**config.mk**
```make
export PLATFORM = sky130hd
export DESIGN_NAME = cmd_status_unit
export DESIGN_NICKNAME = d
export VERILOG_FILES = /design/src/hdl/flash_pkg.sv /design/src/hdl/cmd_status_unit.sv /design/src/hdl/op_timer.sv /design/src/hdl/pin_sync.sv
export VERILOG_INCLUDE_DIRS = /design/src /design/src/hdl
export SDC_FILE = /design/constraint.sdc
export NUM_CORES = 1
export LEC_CHECK = 0
export ABC_AREA = 1
export BUFFER_PORTS_ARGS = -buffer_cell sky130_fd_sc_hd__buf_2
export CAP_MARGIN = 20
export CELL_PAD_IN_SITES_DETAIL_PLACEMENT = 0
export CELL_PAD_IN_SITES_GLOBAL_PLACEMENT = 1
export CORE_MARGIN = 1
export CORE_UTILIZATION = 46
export DETAILED_ROUTE_END_ITERATION = 10
export PLACE_DENSITY_LB_ADDON = 0.1
export SETUP_SLACK_MARGIN = 0.1
export SLEW_MARGIN = 25
export SYNTH_ARGS = -nofsm -noshare
export SYNTH_HDL_FRONTEND = slang
export SYNTH_SLANG_ARGS = --single-unit
```
**constraint.sdc**
```tcl
create_clock -name CLK_IN -period 3.9 [get_ports CLK_IN]
set_input_delay 0.195 -clock CLK_IN [delete_from_list [all_inputs] [get_ports CLK_IN]]
set_output_delay 0.195 -clock CLK_IN [all_outputs]
set_load 0.1 [all_outputs]
```
**src/hdl/flash_consts.svh**
```systemverilog
// constants for the flash command and status unit
`ifndef FLASH_CONSTS_SVH
`define FLASH_CONSTS_SVH

// first and second cycle command codes, low data byte
`define CMD_READ_ARRAY  8'hFF
`define CMD_IDENT       8'h90
`define CMD_READ_COMPAT 8'h70
`define CMD_CLEAR       8'h50
`define CMD_PROG        8'h40
`define CMD_PROG_ALT    8'h10
`define CMD_ERASE       8'h20
`define CMD_SUSPEND     8'hB0
`define CMD_CONFIRM     8'hD0
`define CMD_READ_EXT    8'h71
`define CMD_LOCK        8'h77
`define CMD_UPLOAD      8'h97
`define CMD_CONFIG      8'h96

// configuration byte field and its default
`define LAT_MSB         5
`define LAT_LSB         3
`define LAT_DEFAULT     3'h4

// block layout of the byte address
`define NUM_BLOCKS      16
`define BLK_MSB         20
`define BLK_LSB         17

// extended status offsets inside a block, byte address
`define EXT_BLK_OFS     17'h00004
`define EXT_GLB_OFS     17'h00008

// internal operation time
`define OP_TIME_NS      2000
`define CLK_PERIOD_NS   50
`define OP_CYCLES ((`OP_TIME_NS + `CLK_PERIOD_NS - 1) / `CLK_PERIOD_NS)

`endif

```
**src/hdl/flash_pkg.sv**
```systemverilog
// types shared by the flash command and status unit
`default_nettype none

package flash_pkg;

  // synchronised control pins
  typedef struct packed {
    logic       pd_n;
    logic [1:0] cs_n;
    logic       oe_n;
    logic       we_n;
    logic       addr_valid_n;
    logic       byte_n;
    logic       wp_n;
    logic       supply_5v;
    logic       supply_12v;
  } bus_pins_t;

  typedef enum logic [3:0] {
    RD_ARRAY  = 4'h1,
    RD_IDENT  = 4'h2,
    RD_COMPAT = 4'h4,
    RD_EXT    = 4'h8
  } read_mode_t;

  typedef enum logic [5:0] {
    C_IDLE   = 6'h01,
    C_PROG   = 6'h02,
    C_ERASE  = 6'h04,
    C_LOCK   = 6'h08,
    C_UPLOAD = 6'h10,
    C_CONFIG = 6'h20
  } cmd_state_t;

  typedef enum logic [2:0] {
    M_IDLE = 3'h1,
    M_BUSY = 3'h2,
    M_SUSP = 3'h4
  } mach_state_t;

  typedef enum logic [3:0] {
    OP_PROG   = 4'h1,
    OP_ERASE  = 4'h2,
    OP_LOCK   = 4'h4,
    OP_UPLOAD = 4'h8
  } op_t;

  typedef struct packed {
    logic supply;
    logic prog;
    logic erase;
  } err_flags_t;

  typedef struct packed {
    logic       machine_ready;
    logic       erase_suspended;
    logic       erase_failed;
    logic       program_failed;
    logic       prog_supply_error;
    logic [2:0] rsv;
  } compat_t;

  typedef struct packed {
    logic       machine_ready;
    logic       op_suspended;
    logic       device_op_failed;
    logic [4:0] rsv;
  } global_t;

  typedef struct packed {
    logic       block_ready;
    logic       block_unlocked;
    logic       block_op_failed;
    logic [1:0] rsv_hi;
    logic       prog_supply_error;
    logic       prog_supply_level;
    logic       rsv_lo;
  } block_t;

endpackage

`default_nettype wire

```
**src/hdl/cmd_status_unit.sv**
```systemverilog
// bus decode, command interpreter and status registers of the flash
//
// What this block does
// - address latched on clock edge while strobe low
// - bank bit low even, high odd
// - selected only when both selects low
// - drive data on output enable, else float
// - power-down floats pins, releases ready/busy
// - identifier address picks maker or device code
// - ready/busy pulled low while machine runs
// - operations need a valid programming supply
// - compatible command codes decoded as listed
// - identifier command then maker, device reads
// - program, erase, suspend switch reads to status
// - clear command resets all error flags
// - extended read and lock block commands
// - lock bits read locked until upload
// - configuration command sets read latency
// - only low data byte decoded
// - compatible status bit layout
// - both errors flag improper command sequence
// - supply sampled only when operation starts
// - global status bit layout
// - block status bit layout
// - write protect low guards locked blocks
// - byte mode uses low lane only
// - read latency defaults to setting four
`default_nettype none
`include "flash_consts.svh"

module cmd_status_unit #(
  parameter int unsigned OP_CYCLES   = `OP_CYCLES,
  parameter logic [7:0]  MAKER_CODE  = 8'h5A, // arbitrary value
  parameter logic [7:0]  DEVICE_CODE = 8'hC3  // arbitrary value
) (
  // clock and reset
  input  wire logic        CLK_IN,
  input  wire logic        RESET_N_IN,
  // bus control pins
  input  wire logic        POWER_DOWN_N_IN,
  input  wire logic [1:0]  CHIP_SELECT_PAIR_N_IN,
  input  wire logic        OUTPUT_ENABLE_N_IN,
  input  wire logic        WRITE_ENABLE_N_IN,
  input  wire logic        ADDRESS_VALID_N_IN,
  input  wire logic        WIDTH_SELECT_N_IN,
  input  wire logic        WRITE_PROTECT_N_IN,
  // programming supply detectors
  input  wire logic        PROG_SUPPLY_5V_IN,
  input  wire logic        PROG_SUPPLY_12V_IN,
  // address and data pins
  input  wire logic [20:0] ADDR_IN,
  input  wire logic [15:0] DQ_IN,
  output logic      [15:0] DQ_OUT,
  output logic      [1:0]  DQ_OE_N_OUT,
  // open-drain ready/busy pin
  input  wire logic        READY_BUSY_N_IN,
  output logic             READY_BUSY_N_OUT,
  output logic             READY_BUSY_N_OE_N_OUT,
  // array side
  output logic      [20:0] ARRAY_ADDR_OUT,
  output logic             ARRAY_BANK_ODD_OUT,
  input  wire logic [15:0] ARRAY_DATA_IN,
  input  wire logic [15:0] NV_LOCK_IN,
  output logic      [2:0]  READ_LATENCY_CONFIG_OUT
);

  localparam int unsigned PW = $bits(flash_pkg::bus_pins_t);
  localparam int unsigned NB = `NUM_BLOCKS;

  flash_pkg::bus_pins_t    pins_raw;
  flash_pkg::bus_pins_t    pins;
  logic [20:0]             addr_s;
  logic [15:0]             dq_s;
  logic                    sel;
  logic                    pd;
  logic                    wr_stb;
  logic [7:0]              cmd;
  logic [3:0]              blk_w;
  logic                    supply_ok;
  logic                    prot;
  logic [NB-1:0]           bset;
  logic [20:0]             la_q, la_d;
  logic                    we_prev_q, we_prev_d;
  logic [15:0]             dq_q, dq_d;
  logic [15:0]             word;
  flash_pkg::cmd_state_t   cst_q, cst_d;
  flash_pkg::read_mode_t   rmode_q, rmode_d;
  logic [2:0]              cfg_q, cfg_d;
  logic                    start, clr, improper;
  logic                    susp_req, resume_req;
  flash_pkg::op_t          start_op;
  flash_pkg::mach_state_t  mach_q, mach_d;
  flash_pkg::op_t          op_q, op_d;
  logic [3:0]              blk_q, blk_d;
  logic                    lvl_q, lvl_d;
  logic [NB-1:0]           lock_q, lock_d;
  logic                    go, op_done;
  logic                    set_supply, set_prog, set_erase, set_fail;
  flash_pkg::err_flags_t   err_q, err_d;
  logic                    gfail_q, gfail_d;
  logic [NB-1:0]           bfail_q, bfail_d;
  logic [NB-1:0]           bsup_q, bsup_d;
  flash_pkg::compat_t      compat_st;
  flash_pkg::global_t      glob_st;
  flash_pkg::block_t       bst [NB];

  // every pin crosses two flops before use
  assign pins_raw = '{pd_n: POWER_DOWN_N_IN,
                      cs_n: CHIP_SELECT_PAIR_N_IN,
                      oe_n: OUTPUT_ENABLE_N_IN,
                      we_n: WRITE_ENABLE_N_IN,
                      addr_valid_n: ADDRESS_VALID_N_IN,
                      byte_n: WIDTH_SELECT_N_IN,
                      wp_n: WRITE_PROTECT_N_IN,
                      supply_5v: PROG_SUPPLY_5V_IN,
                      supply_12v: PROG_SUPPLY_12V_IN};

  pin_sync #(
    .W (PW + 37)
  ) u_sync (
    .clk_in     (CLK_IN),
    .reset_n_in (RESET_N_IN),
    .d_in       ({pins_raw, ADDR_IN, DQ_IN}),
    .q_out      ({pins, addr_s, dq_s})
  );

  // decoded bus conditions
  assign sel       = !pins.cs_n[0] && !pins.cs_n[1];
  assign pd        = pins.pd_n;
  assign wr_stb    = pd && sel && pins.we_n && !we_prev_q;
  assign cmd       = dq_s[7:0];
  assign blk_w     = addr_s[`BLK_MSB:`BLK_LSB];
  assign supply_ok = pins.supply_5v || pins.supply_12v;
  assign bset      = NB'(1) << blk_w;

  // address latch and registered read data
  always_comb begin
    la_d      = la_q;
    // held high in power-down, so waking gives no false write edge
    we_prev_d = pins.we_n || !pd;
    if (pd && sel && pins.we_n && !pins.addr_valid_n) begin
      la_d = addr_s;
    end
  end

  // read word by mode; held until a command or power-down changes it
  always_comb begin
    word = 16'h0000;
    case (rmode_q)
      flash_pkg::RD_ARRAY: word = ARRAY_DATA_IN;
      flash_pkg::RD_IDENT: begin
        if (pins.byte_n ? la_q[20:2] == '0 : la_q[20:1] == '0) begin
          word = {8'h00, (pins.byte_n ? la_q[1] : la_q[0]) ?
                  DEVICE_CODE : MAKER_CODE};
        end
      end
      flash_pkg::RD_COMPAT: word = {8'h00, compat_st};
      flash_pkg::RD_EXT: begin
        if (la_q[16:1] == `EXT_GLB_OFS >> 1) begin
          word = {8'h00, glob_st};
        end else if (la_q[16:1] == `EXT_BLK_OFS >> 1) begin
          word = {8'h00, bst[la_q[`BLK_MSB:`BLK_LSB]]};
        end
      end
      default: word = 16'h0000;
    endcase
    dq_d = word;
    if (!pins.byte_n) begin
      dq_d = {8'h00, (la_q[0] && rmode_q == flash_pkg::RD_ARRAY) ?
              word[15:8] : word[7:0]};
    end
  end

  always_ff @(posedge CLK_IN or negedge RESET_N_IN) begin
    if (!RESET_N_IN) begin
      la_q      <= '0;
      we_prev_q <= 1'b1;
      dq_q      <= 16'h0000;
    end else begin
      la_q      <= la_d;
      we_prev_q <= we_prev_d;
      dq_q      <= dq_d;
    end
  end

  // command interpreter
  always_comb begin
    cst_d      = cst_q;
    rmode_d    = rmode_q;
    cfg_d      = cfg_q;
    start      = 1'b0;
    start_op   = flash_pkg::OP_PROG;
    clr        = 1'b0;
    improper   = 1'b0;
    susp_req   = 1'b0;
    resume_req = 1'b0;
    if (wr_stb) begin
      case (cst_q)
        flash_pkg::C_IDLE: begin
          case (cmd)
            `CMD_READ_ARRAY:  rmode_d = flash_pkg::RD_ARRAY;
            `CMD_IDENT:       rmode_d = flash_pkg::RD_IDENT;
            `CMD_READ_COMPAT: rmode_d = flash_pkg::RD_COMPAT;
            `CMD_READ_EXT:    rmode_d = flash_pkg::RD_EXT;
            `CMD_CLEAR:       clr = 1'b1;
            `CMD_PROG, `CMD_PROG_ALT: begin
              cst_d   = flash_pkg::C_PROG;
              rmode_d = flash_pkg::RD_COMPAT;
            end
            `CMD_ERASE: begin
              cst_d   = flash_pkg::C_ERASE;
              rmode_d = flash_pkg::RD_COMPAT;
            end
            `CMD_SUSPEND: begin
              susp_req = 1'b1;
              rmode_d  = flash_pkg::RD_COMPAT;
            end
            `CMD_CONFIRM: resume_req = 1'b1;
            `CMD_LOCK:    cst_d = flash_pkg::C_LOCK;
            `CMD_UPLOAD:  cst_d = flash_pkg::C_UPLOAD;
            `CMD_CONFIG:  cst_d = flash_pkg::C_CONFIG;
            default:      cst_d = flash_pkg::C_IDLE;
          endcase
        end
        flash_pkg::C_PROG: begin
          cst_d = flash_pkg::C_IDLE;
          start = 1'b1;
        end
        flash_pkg::C_CONFIG: begin
          cst_d = flash_pkg::C_IDLE;
          cfg_d = dq_s[`LAT_MSB:`LAT_LSB];
        end
        default: begin
          cst_d = flash_pkg::C_IDLE;
          if (cmd == `CMD_CONFIRM) begin
            start    = 1'b1;
            start_op = (cst_q == flash_pkg::C_ERASE) ? flash_pkg::OP_ERASE :
                       (cst_q == flash_pkg::C_LOCK) ? flash_pkg::OP_LOCK :
                       flash_pkg::OP_UPLOAD;
          end else begin
            improper = 1'b1;
          end
        end
      endcase
    end
    if (!pd) begin
      cst_d   = flash_pkg::C_IDLE;
      rmode_d = flash_pkg::RD_ARRAY;
      cfg_d   = `LAT_DEFAULT;
    end
  end

  always_ff @(posedge CLK_IN or negedge RESET_N_IN) begin
    if (!RESET_N_IN) begin
      cst_q   <= flash_pkg::C_IDLE;
      rmode_q <= flash_pkg::RD_ARRAY;
      cfg_q   <= `LAT_DEFAULT;
    end else begin
      cst_q   <= cst_d;
      rmode_q <= rmode_d;
      cfg_q   <= cfg_d;
    end
  end

  // locked block, write protect low: no program or erase
  assign prot = lock_q[blk_w] && !pins.wp_n &&
                (start_op == flash_pkg::OP_PROG ||
                 start_op == flash_pkg::OP_ERASE);

  op_timer #(
    .CYCLES (OP_CYCLES)
  ) u_timer (
    .clk_in     (CLK_IN),
    .reset_n_in (RESET_N_IN),
    .clear_in   (!pd),
    .start_in   (go),
    .hold_in    (mach_q == flash_pkg::M_SUSP),
    .done_out   (op_done)
  );

  // write state machine; a start while busy is dropped
  always_comb begin
    mach_d     = mach_q;
    op_d       = op_q;
    blk_d      = blk_q;
    lvl_d      = lvl_q;
    lock_d     = lock_q;
    go         = 1'b0;
    set_supply = 1'b0;
    set_prog   = improper;
    set_erase  = improper;
    set_fail   = 1'b0;
    case (mach_q)
      flash_pkg::M_IDLE: begin
        if (start) begin
          op_d  = start_op;
          blk_d = blk_w;
          lvl_d = pins.supply_5v;
          if (!supply_ok) begin
            set_supply = 1'b1;
            set_fail   = 1'b1;
          end else if (prot) begin
            set_prog  = start_op == flash_pkg::OP_PROG;
            set_erase = start_op == flash_pkg::OP_ERASE;
            set_fail  = 1'b1;
          end else begin
            mach_d = flash_pkg::M_BUSY;
            go     = 1'b1;
          end
        end
      end
      flash_pkg::M_BUSY: begin
        if (op_done) begin
          mach_d = flash_pkg::M_IDLE;
          if (op_q == flash_pkg::OP_LOCK) begin
            lock_d[blk_q] = 1'b1;
          end else if (op_q == flash_pkg::OP_UPLOAD) begin
            lock_d = NV_LOCK_IN;
          end
        end else if (susp_req && op_q == flash_pkg::OP_ERASE) begin
          mach_d = flash_pkg::M_SUSP;
        end
      end
      flash_pkg::M_SUSP: begin
        if (resume_req) begin
          mach_d = flash_pkg::M_BUSY;
        end
      end
      default: mach_d = flash_pkg::M_IDLE;
    endcase
    if (!pd) begin
      mach_d = flash_pkg::M_IDLE;
      lock_d = '1;
    end
  end

  always_ff @(posedge CLK_IN or negedge RESET_N_IN) begin
    if (!RESET_N_IN) begin
      mach_q <= flash_pkg::M_IDLE;
      op_q   <= flash_pkg::OP_PROG;
      blk_q  <= 4'h0;
      lvl_q  <= 1'b0;
      lock_q <= '1;
    end else begin
      mach_q <= mach_d;
      op_q   <= op_d;
      blk_q  <= blk_d;
      lvl_q  <= lvl_d;
      lock_q <= lock_d;
    end
  end

  // sticky error flags; a set in the clear cycle wins
  always_comb begin
    err_d.supply = (err_q.supply && !clr) || set_supply;
    err_d.prog   = (err_q.prog && !clr) || set_prog;
    err_d.erase  = (err_q.erase && !clr) || set_erase;
    gfail_d      = (gfail_q && !clr) || set_fail;
    bfail_d      = (bfail_q & ~{NB{clr}}) | (set_fail ? bset : '0);
    bsup_d       = (bsup_q & ~{NB{clr}}) | (set_supply ? bset : '0);
    if (!pd) begin
      err_d   = '0;
      gfail_d = 1'b0;
      bfail_d = '0;
      bsup_d  = '0;
    end
  end

  always_ff @(posedge CLK_IN or negedge RESET_N_IN) begin
    if (!RESET_N_IN) begin
      err_q   <= '0;
      gfail_q <= 1'b0;
      bfail_q <= '0;
      bsup_q  <= '0;
    end else begin
      err_q   <= err_d;
      gfail_q <= gfail_d;
      bfail_q <= bfail_d;
      bsup_q  <= bsup_d;
    end
  end

  // status register images
  assign compat_st = '{machine_ready: mach_q != flash_pkg::M_BUSY,
                       erase_suspended: mach_q == flash_pkg::M_SUSP,
                       erase_failed: err_q.erase,
                       program_failed: err_q.prog,
                       prog_supply_error: err_q.supply,
                       rsv: 3'h0};
  assign glob_st = '{machine_ready: mach_q != flash_pkg::M_BUSY,
                     op_suspended: mach_q == flash_pkg::M_SUSP,
                     device_op_failed: gfail_q,
                     rsv: 5'h00};

  for (genvar b = 0; b < NB; b++) begin : g_blk
    assign bst[b] = '{block_ready: !(mach_q == flash_pkg::M_BUSY &&
                                     blk_q == 4'(b)),
                      block_unlocked: !lock_q[b],
                      block_op_failed: bfail_q[b],
                      rsv_hi: 2'h0,
                      prog_supply_error: bsup_q[b],
                      prog_supply_level: lvl_q,
                      rsv_lo: 1'b0};
  end

  // pins; enables are low while driving
  assign DQ_OUT                  = dq_q;
  assign DQ_OE_N_OUT[0]          = !(pd && sel && pins.we_n &&
                                     !pins.oe_n);
  assign DQ_OE_N_OUT[1]          = DQ_OE_N_OUT[0] || !pins.byte_n;
  assign READY_BUSY_N_OUT        = 1'b0;
  assign READY_BUSY_N_OE_N_OUT   = !(pd && mach_q == flash_pkg::M_BUSY);
  assign ARRAY_ADDR_OUT          = la_q;
  assign ARRAY_BANK_ODD_OUT      = la_q[1];
  assign READ_LATENCY_CONFIG_OUT = cfg_q;
endmodule

`default_nettype wire

```
**src/hdl/op_timer.sv**
```systemverilog
// countdown that stands in for the internal program and erase time
`default_nettype none

module op_timer #(
  parameter int unsigned CYCLES = 40
) (
  // clock and reset
  input  wire logic clk_in,
  input  wire logic reset_n_in,
  // control
  input  wire logic clear_in,
  input  wire logic start_in,
  input  wire logic hold_in,
  // end of operation, one cycle
  output logic      done_out
);

  localparam int unsigned CW = $clog2(CYCLES + 1);

  logic [CW-1:0] cnt_q;
  logic [CW-1:0] cnt_d;

  // hold freezes the count, so a suspended erase resumes where it stopped
  always_comb begin
    cnt_d = cnt_q;
    if (clear_in) begin
      cnt_d = '0;
    end else if (start_in) begin
      cnt_d = CW'(CYCLES);
    end else if (cnt_q != '0 && !hold_in) begin
      cnt_d = cnt_q - 1'b1;
    end
  end

  always_ff @(posedge clk_in or negedge reset_n_in) begin
    if (!reset_n_in) begin
      cnt_q <= '0;
    end else begin
      cnt_q <= cnt_d;
    end
  end

  assign done_out = (cnt_q == CW'(1)) && !hold_in && !clear_in;

endmodule

`default_nettype wire

```
**src/hdl/pin_sync.sv**
```systemverilog
// two-stage synchroniser for pin inputs
`default_nettype none

module pin_sync #(
  parameter int unsigned W = 1
) (
  // clock and reset
  input  wire logic         clk_in,
  input  wire logic         reset_n_in,
  // raw and synchronised levels
  input  wire logic [W-1:0] d_in,
  output logic      [W-1:0] q_out
);

  logic [W-1:0] meta_q;
  logic [W-1:0] sync_q;

  // first stage feeds only the second
  always_ff @(posedge clk_in or negedge reset_n_in) begin
    if (!reset_n_in) begin
      meta_q <= '0;
      sync_q <= '0;
    end else begin
      meta_q <= d_in;
      sync_q <= meta_q;
    end
  end

  assign q_out = sync_q;

endmodule

`default_nettype wire
```
### After elaboration in Yosys (flattened, before gate mapping)

Cells that the tools add are included.

* output and inout bits: 45
* bits of input ports: 82
* word-level logic and storage cells: 285
* register bits after elaboration: 215

* equality and inequality tests: 63
* mux-type cells: 87
* reduce and logical (&&, ||, !) cells: 102
* magnitude comparators: 4
* shifts and indexed selects: 1
* bitwise logic cells: 7
* add/sub/neg operators: 1

Operator list (count)
* 16-bit 2-to-1 mux: 10
* 16-bit one-hot mux with 4 select lines: 1
* 8-bit 2-to-1 mux: 7
* 8-bit equality test, second input constant: 6
* 16-bit bitwise OR: 3
* 1-bit zero test: 44
* 4-bit equality test, second input constant: 10
* 8-bit by 7-bit equality test with 1-bit output, second input constant: 5
* 1-bit 2-to-1 mux: 37
* 6-bit 2-to-1 mux: 6
* 6-bit one-hot mux with 6 select lines: 1
* 1-bit logical AND: 35
* 3-bit 2-to-1 mux: 11
* 16-bit bitwise AND: 2
* 8-bit binary-select mux with 4-bit select: 1
* 4-bit 2-to-1 mux: 8
* 4-bit by 3-bit equality test with 1-bit output, second input constant: 6
* 4-bit by 2-bit equality test with 1-bit output, second input constant: 5
* 20-bit zero test: 1
* 19-bit zero test: 1
* 3-bit inequality test, second input constant: 6
* 16-bit by 2-bit equality test with 1-bit output, second input constant: 1
* 16-bit by 3-bit equality test with 1-bit output, second input constant: 1
* 16-bit inverter: 1
* other kinds (36): 56

### Depth between registers and ports, before layout

* depth in word-level cells: 16
* gate-level depth with buffers: 15
* mapped depth without buffers: 13

### By module

From an unflattened synthesis, not the netlist that was laid out.

* cells, all modules: 1002
* area total of the unflattened synthesis: 9337.7 µm²

Modules (own cells, without submodules)
* cmd_status_unit: seq. area each 2905.3 µm², instances 1, area each 6543.8 µm², cells each 851
* pin_sync: seq. area each 2352.3 µm², instances 1, area each 2352.3 µm², cells each 94
* op_timer: seq. area each 150.1 µm², instances 1, area each 441.7 µm², cells each 57

### Worst setup path after synthesis

No wires, ideal clock.

* kind: register to register
* start: register la_q[17], in the netlist ARRAY_ADDR_OUT[17]
* end: register dq_q[5], in the netlist DQ_OUT[5]
* cell stages (with the launch flop): 16
* data required time: 3.783 ns
* path buffers: 2
* library setup time: 0.117 ns
* arrival: 2.155 ns
* period minus slack after synthesis: 2.272 ns
* setup slack: 1.628 ns
* cells stage by stage: dfrtp_1 -> clkbuf_1 -> inv_2 -> buf_2 -> nor2_1 -> nor2_1 -> o21ai_0 -> o21ai_1 -> nand2_1 -> nand3_1 -> nand3_1 -> nand2_1 -> nand2_1 -> nand2_1 -> nand2_1 -> nand2_1

* word-level cells in the longest chain between the ends: 9
* elaborated cells between the ends (all ways): 13
* those cells by class: mux: 10; bitwise: 1; reduce/logical: 2

RTL lines
* start: declaration: RTL line cmd_status_unit.sv:82 `logic [20:0] la_q, la_d;`
* start signal: assignment: RTL line cmd_status_unit.sv:180 `la_q <= la_d;`
* 4-bit inverter with 5-bit output: RTL line cmd_status_unit.sv:162 `` word = {8'h00, bst[la_q[`BLK_MSB:`BLK_LSB]]}; ``
* 8-bit binary-select mux with 4-bit select: RTL line cmd_status_unit.sv:162
* 8-bit 2-to-1 mux (2 in a row): RTL line cmd_status_unit.sv:162
* 8-bit 2-to-1 mux: RTL line cmd_status_unit.sv:161 `` end else if (la_q[16:1] == `EXT_BLK_OFS >> 1) begin ``
* 8-bit 2-to-1 mux: RTL line cmd_status_unit.sv:159 `` if (la_q[16:1] == `EXT_GLB_OFS >> 1) begin ``
* 16-bit one-hot mux with 4 select lines *: RTL line cmd_status_unit.sv:149 `case (rmode_q)`
* 8-bit 2-to-1 mux: RTL line cmd_status_unit.sv:169 `dq_d = {8'h00, (la_q[0] && rmode_q == flash_pkg::RD_ARRAY) ?`
* 16-bit 2-to-1 mux *: RTL line cmd_status_unit.sv:168 `if (!pins.byte_n) begin`
* named net dq_d[5]: RTL line cmd_status_unit.sv:84 `logic [15:0] dq_q, dq_d;`
* end signal: assignment: RTL line cmd_status_unit.sv:182 `dq_q <= dq_d;`
* end: declaration: RTL line cmd_status_unit.sv:84

Mark *: on every way through the listed nets, which the timed path passes. The rest lies on a longest branch. The select of a mux whose other input is x is not followed.
A chain may end at the register's enable or synchronous reset.

### Worst setup path after layout

* start: register u_sync.sync_q[46], in the netlist u_sync.q_out[46]
* end: output port READY_BUSY_N_OE_N_OUT

* word-level cells in the longest chain between the ends: 2

RTL lines
* start: declaration: RTL line pin_sync.sv:16 `logic [W-1:0] sync_q;`
* start signal: assignment: RTL line pin_sync.sv:25 `sync_q <= meta_q;`
* 1-bit logical AND: RTL line cmd_status_unit.sv:412 `assign READY_BUSY_N_OE_N_OUT = !(pd && mach_q == flash_pkg::M_BUSY);`
* 1-bit zero test: RTL line cmd_status_unit.sv:412
* end: declaration: RTL line cmd_status_unit.sv:58 `output logic READY_BUSY_N_OE_N_OUT,`

No other way between the ends.

==> flow_summary.toml <==
[outcome]
status = "complete, no violations"

[sta]
tns_ns = 0
clock_skew_ns = 0.0201
holdWs_ns = 0.0435
rsz0062_at_grt = "no"
finalWorstSetupSlack_ns = 1.32
setup_viol = 0
worst_slew_pin_slew_ns = 0.971
min_period_ns = 2.58
fin_crit_sh_pct = 66.2
hold_viol = 0
slew_headroom_pct = 35.2
drv_slew = 0
fmax_mhz = 387

[grt]
met2_usage_pct = 42.3
grt_start_max_net_pins = 92
grt_pass1_wl_mm = 37.9
use_met1_pct = 30.8
grt_pass1_vias = 7642
gr-total-overflow = 0
grt_util_all_layers_pct = 24.4
gr-max-usage-layer = "met2"
use_met3_pct = 4.42
antenna_found_initial = 3

[setup_path]
cp_data_arrival_time_ns = 2.39
crit_path_top_delay_cell = "buf_4"
crit_fanout = 42
path_class = "reg2out"
ff2ff_setup_slack_ns = 1.46
startpoint = "u_sync.q_out[46]$_DFF_PN0_"
crit_chain = "buf_4, inv_1, buf_4, nor2_1, inv_1, buf_2"
r2r_cells = 9
r2r_start = "u_sync.q_out[46]$_DFF_PN0_"
crit_path_start_kind = "flop"
crit_path_max_incr_delay_ns = 0.47
endpoint_kind = "output pin"
worstPathRequired_ns = 3.70

[synth]
syn_nets = 1135
synthCells = 1051
syn_avg_cell_area_um2 = 8.51
ys_ff_latch = 199
yosysUniqueCellTypes = 47
ys_seq_area_share_pct = 56.0
yosysWarnings = 0
syn_area_um2 = 8940

[finish]
finalNonFillerCells = 1478
drive_gt1_share_pct = 18.0
fillCellCount = 1757
multi_input_area_um2 = 3310
seqCellArea_um2 = 5010
fin_nets = 1287
syn2layout_area_growth_pct = 22.1

[place]
dp_slack_ns = 1.50
place_congestion = 0.846
placedCellCount = 1395
io_buffers = 116
dp_hpwl_mm = 15.2

[drt]
vias_per_cell = 5.09
num_vias = 7520
drtIter0Drc = 462
route.detailed.drc = 0
drt_pass1_iterations = 5
wirelength_mm = 22.7
antenna_left = 0
wire_per_inst_um = 15.3

[floorplanning]
start_util_pct = 47.3
core_um2 = 18900
die-area_um2 = 20000
die_w_um = 141
io-pin-count = 127
rows = 50
die_height_um = 141

[clock_tree]
clk_pin_slew_worst_paths_ns = 0.09
clkLatencyLatePin_ns = 0.45
clkSinkCount = 199
htree_levels = 4
cts_buffers = 17
cts-root-buf = "clkbuf_16"
cts_tree = "built"
cts_buffer_depth = 2

[pwr]
power.total_uw = 5590
leakage_uw = 0.00530
powerDensity_nw_per_um2 = 512
ir_drop_v = 0.000493

[min_path]
holdPathStages = 4
min_from = "ARRAY_DATA_IN[2]"
hp-class = "in2reg"

[run]
max_cap_viol_count = 0
cell usage after synthesis, drive strengths merged:
master,number,share of area [%]
a211oi,1,0.084
a21o,1,0.084
a21oi,95,5.3
a221oi,1,0.098
a22o,1,0.098
a31oi,14,0.98
buf,13,0.98
clkbuf,31,1.3
clkinv,3,0.14
conb,1,0.042
dfrtp,177,50
dfstp,22,6.5
ha,2,0.28
inv,109,4.6
mux2,8,1.0
mux2i,1,0.11
nand2,228,9.8
nand3,77,4.4
nand3b,4,0.34
nand4,15,1.0
nor2,126,5.8
nor3,32,2.0
nor3b,2,0.17
nor4,4,0.28
o2111ai,2,0.20
o211ai,3,0.25
o21ai,70,3.9
o22ai,3,0.21
or2,3,0.21
xnor2,1,0.098
xor2,1,0.098
metal layers:
layer  part of all wire [%]  up-vias
met5                  0.035        -
met4                    2.0        2
met3                    4.0       32
met2                     50      170
met1                     44     3591
li1                       -     3725
logic make-up after synthesis:
kind of cell / count (synthesis) / share of synthesized area [%]
XOR/XNOR: 2 / 0.196
multiplexers: 9 / 1.12
flip-flops: 199 / 56.0
buffers and inverters: 156 / 7.02
AND/OR/NAND/NOR: 491 / 24.1
adder cells (fa/ha/maj): 2 / 0.280
AO/OA/AOI/OAI: 191 / 11.2
other: 1 / 0.0419
report_power, final:
group          internal, uW  switching (uW)  total (uW)
Clock                   903             962        1860
Combinational           337            1050        1380
Sequential             2230             115        2340
sequential cells by signal, indices dropped and copies added, names as in the netlist, 16 cells and up:
signal	flops
ARRAY_ADDR_OUT	21
lock_q	16
DQ_OUT	16
u_sync.q_out	39
u_sync.meta_q	39
bsup_q	16
bfail_q	16
worst max-delay path: cells and delay by family (launching register included):
family,cells,cell delay [ns]
buffers and inverters,5,1.43
flip-flops,1,0.37
AND/OR/NAND/NOR,1,0.12
repair_timing:
| action | CTS | global route |
|---|---|---|
| hold buffers | 49 | 0 |
| buffers inserted | 0 | 0 |
| gates resized for setup | 0 | 0 |
| endpoints found under the hold margin | 105 | 0 |
per-stage QoR:
step / util, % / instance area [um^2]
floorplan: - / 8940
global route: 57.8 / 10900
finish: 57.8 / 10900
global placement: 51.6 / 9740
detailed placement: 51.7 / 9770
CTS: 57.7 / 10900
area by class of cell:
type / count / area share [%]
clock buffer: 17 / 3.90
tap: 260 / 2.98
sequential: 199 / 45.9
timing repair buffer: 177 / 10.9
clock inverter: 15 / 2.08
inverter: 112 / 3.89
multi-input combinational: 696 / 30.3
antenna: 2 / 0.0459
final timing paths:
check | to
setup reg to reg | bsup_q[0]$_DFF_PN0_
max in group asynchronous | we_prev_q$_DFF_PN1_
hold reg to reg | u_sync.q_out[34]$_DFF_PN0_
hold / removal | DQ_OUT[2]$_DFF_PN0_
min in group asynchronous | u_sync.q_out[36]$_DFF_PN0_
setup / recovery | READY_BUSY_N_OE_N_OUT
cell usage in the layout, fill, tap and decap left out, types with 14 or more instances in the layout:
| master | n |
|---|---|
| a21oi_1 | 95 |
| nor3_1 | 30 |
| buf_2 | 115 |
| dfrtp_1 | 177 |
| o21ai_0 | 53 |
| a31oi_1 | 14 |
| inv_1 | 103 |
| nand3_1 | 75 |
| clkbuf_16 | 17 |
| dlygate4sd3_1 | 49 |
| o21ai_1 | 16 |
| dfstp_2 | 22 |
| nor2_1 | 116 |
| nand4_1 | 15 |
| nand2_1 | 223 |
Note: power is estimated with default switching activity, not from simulation.
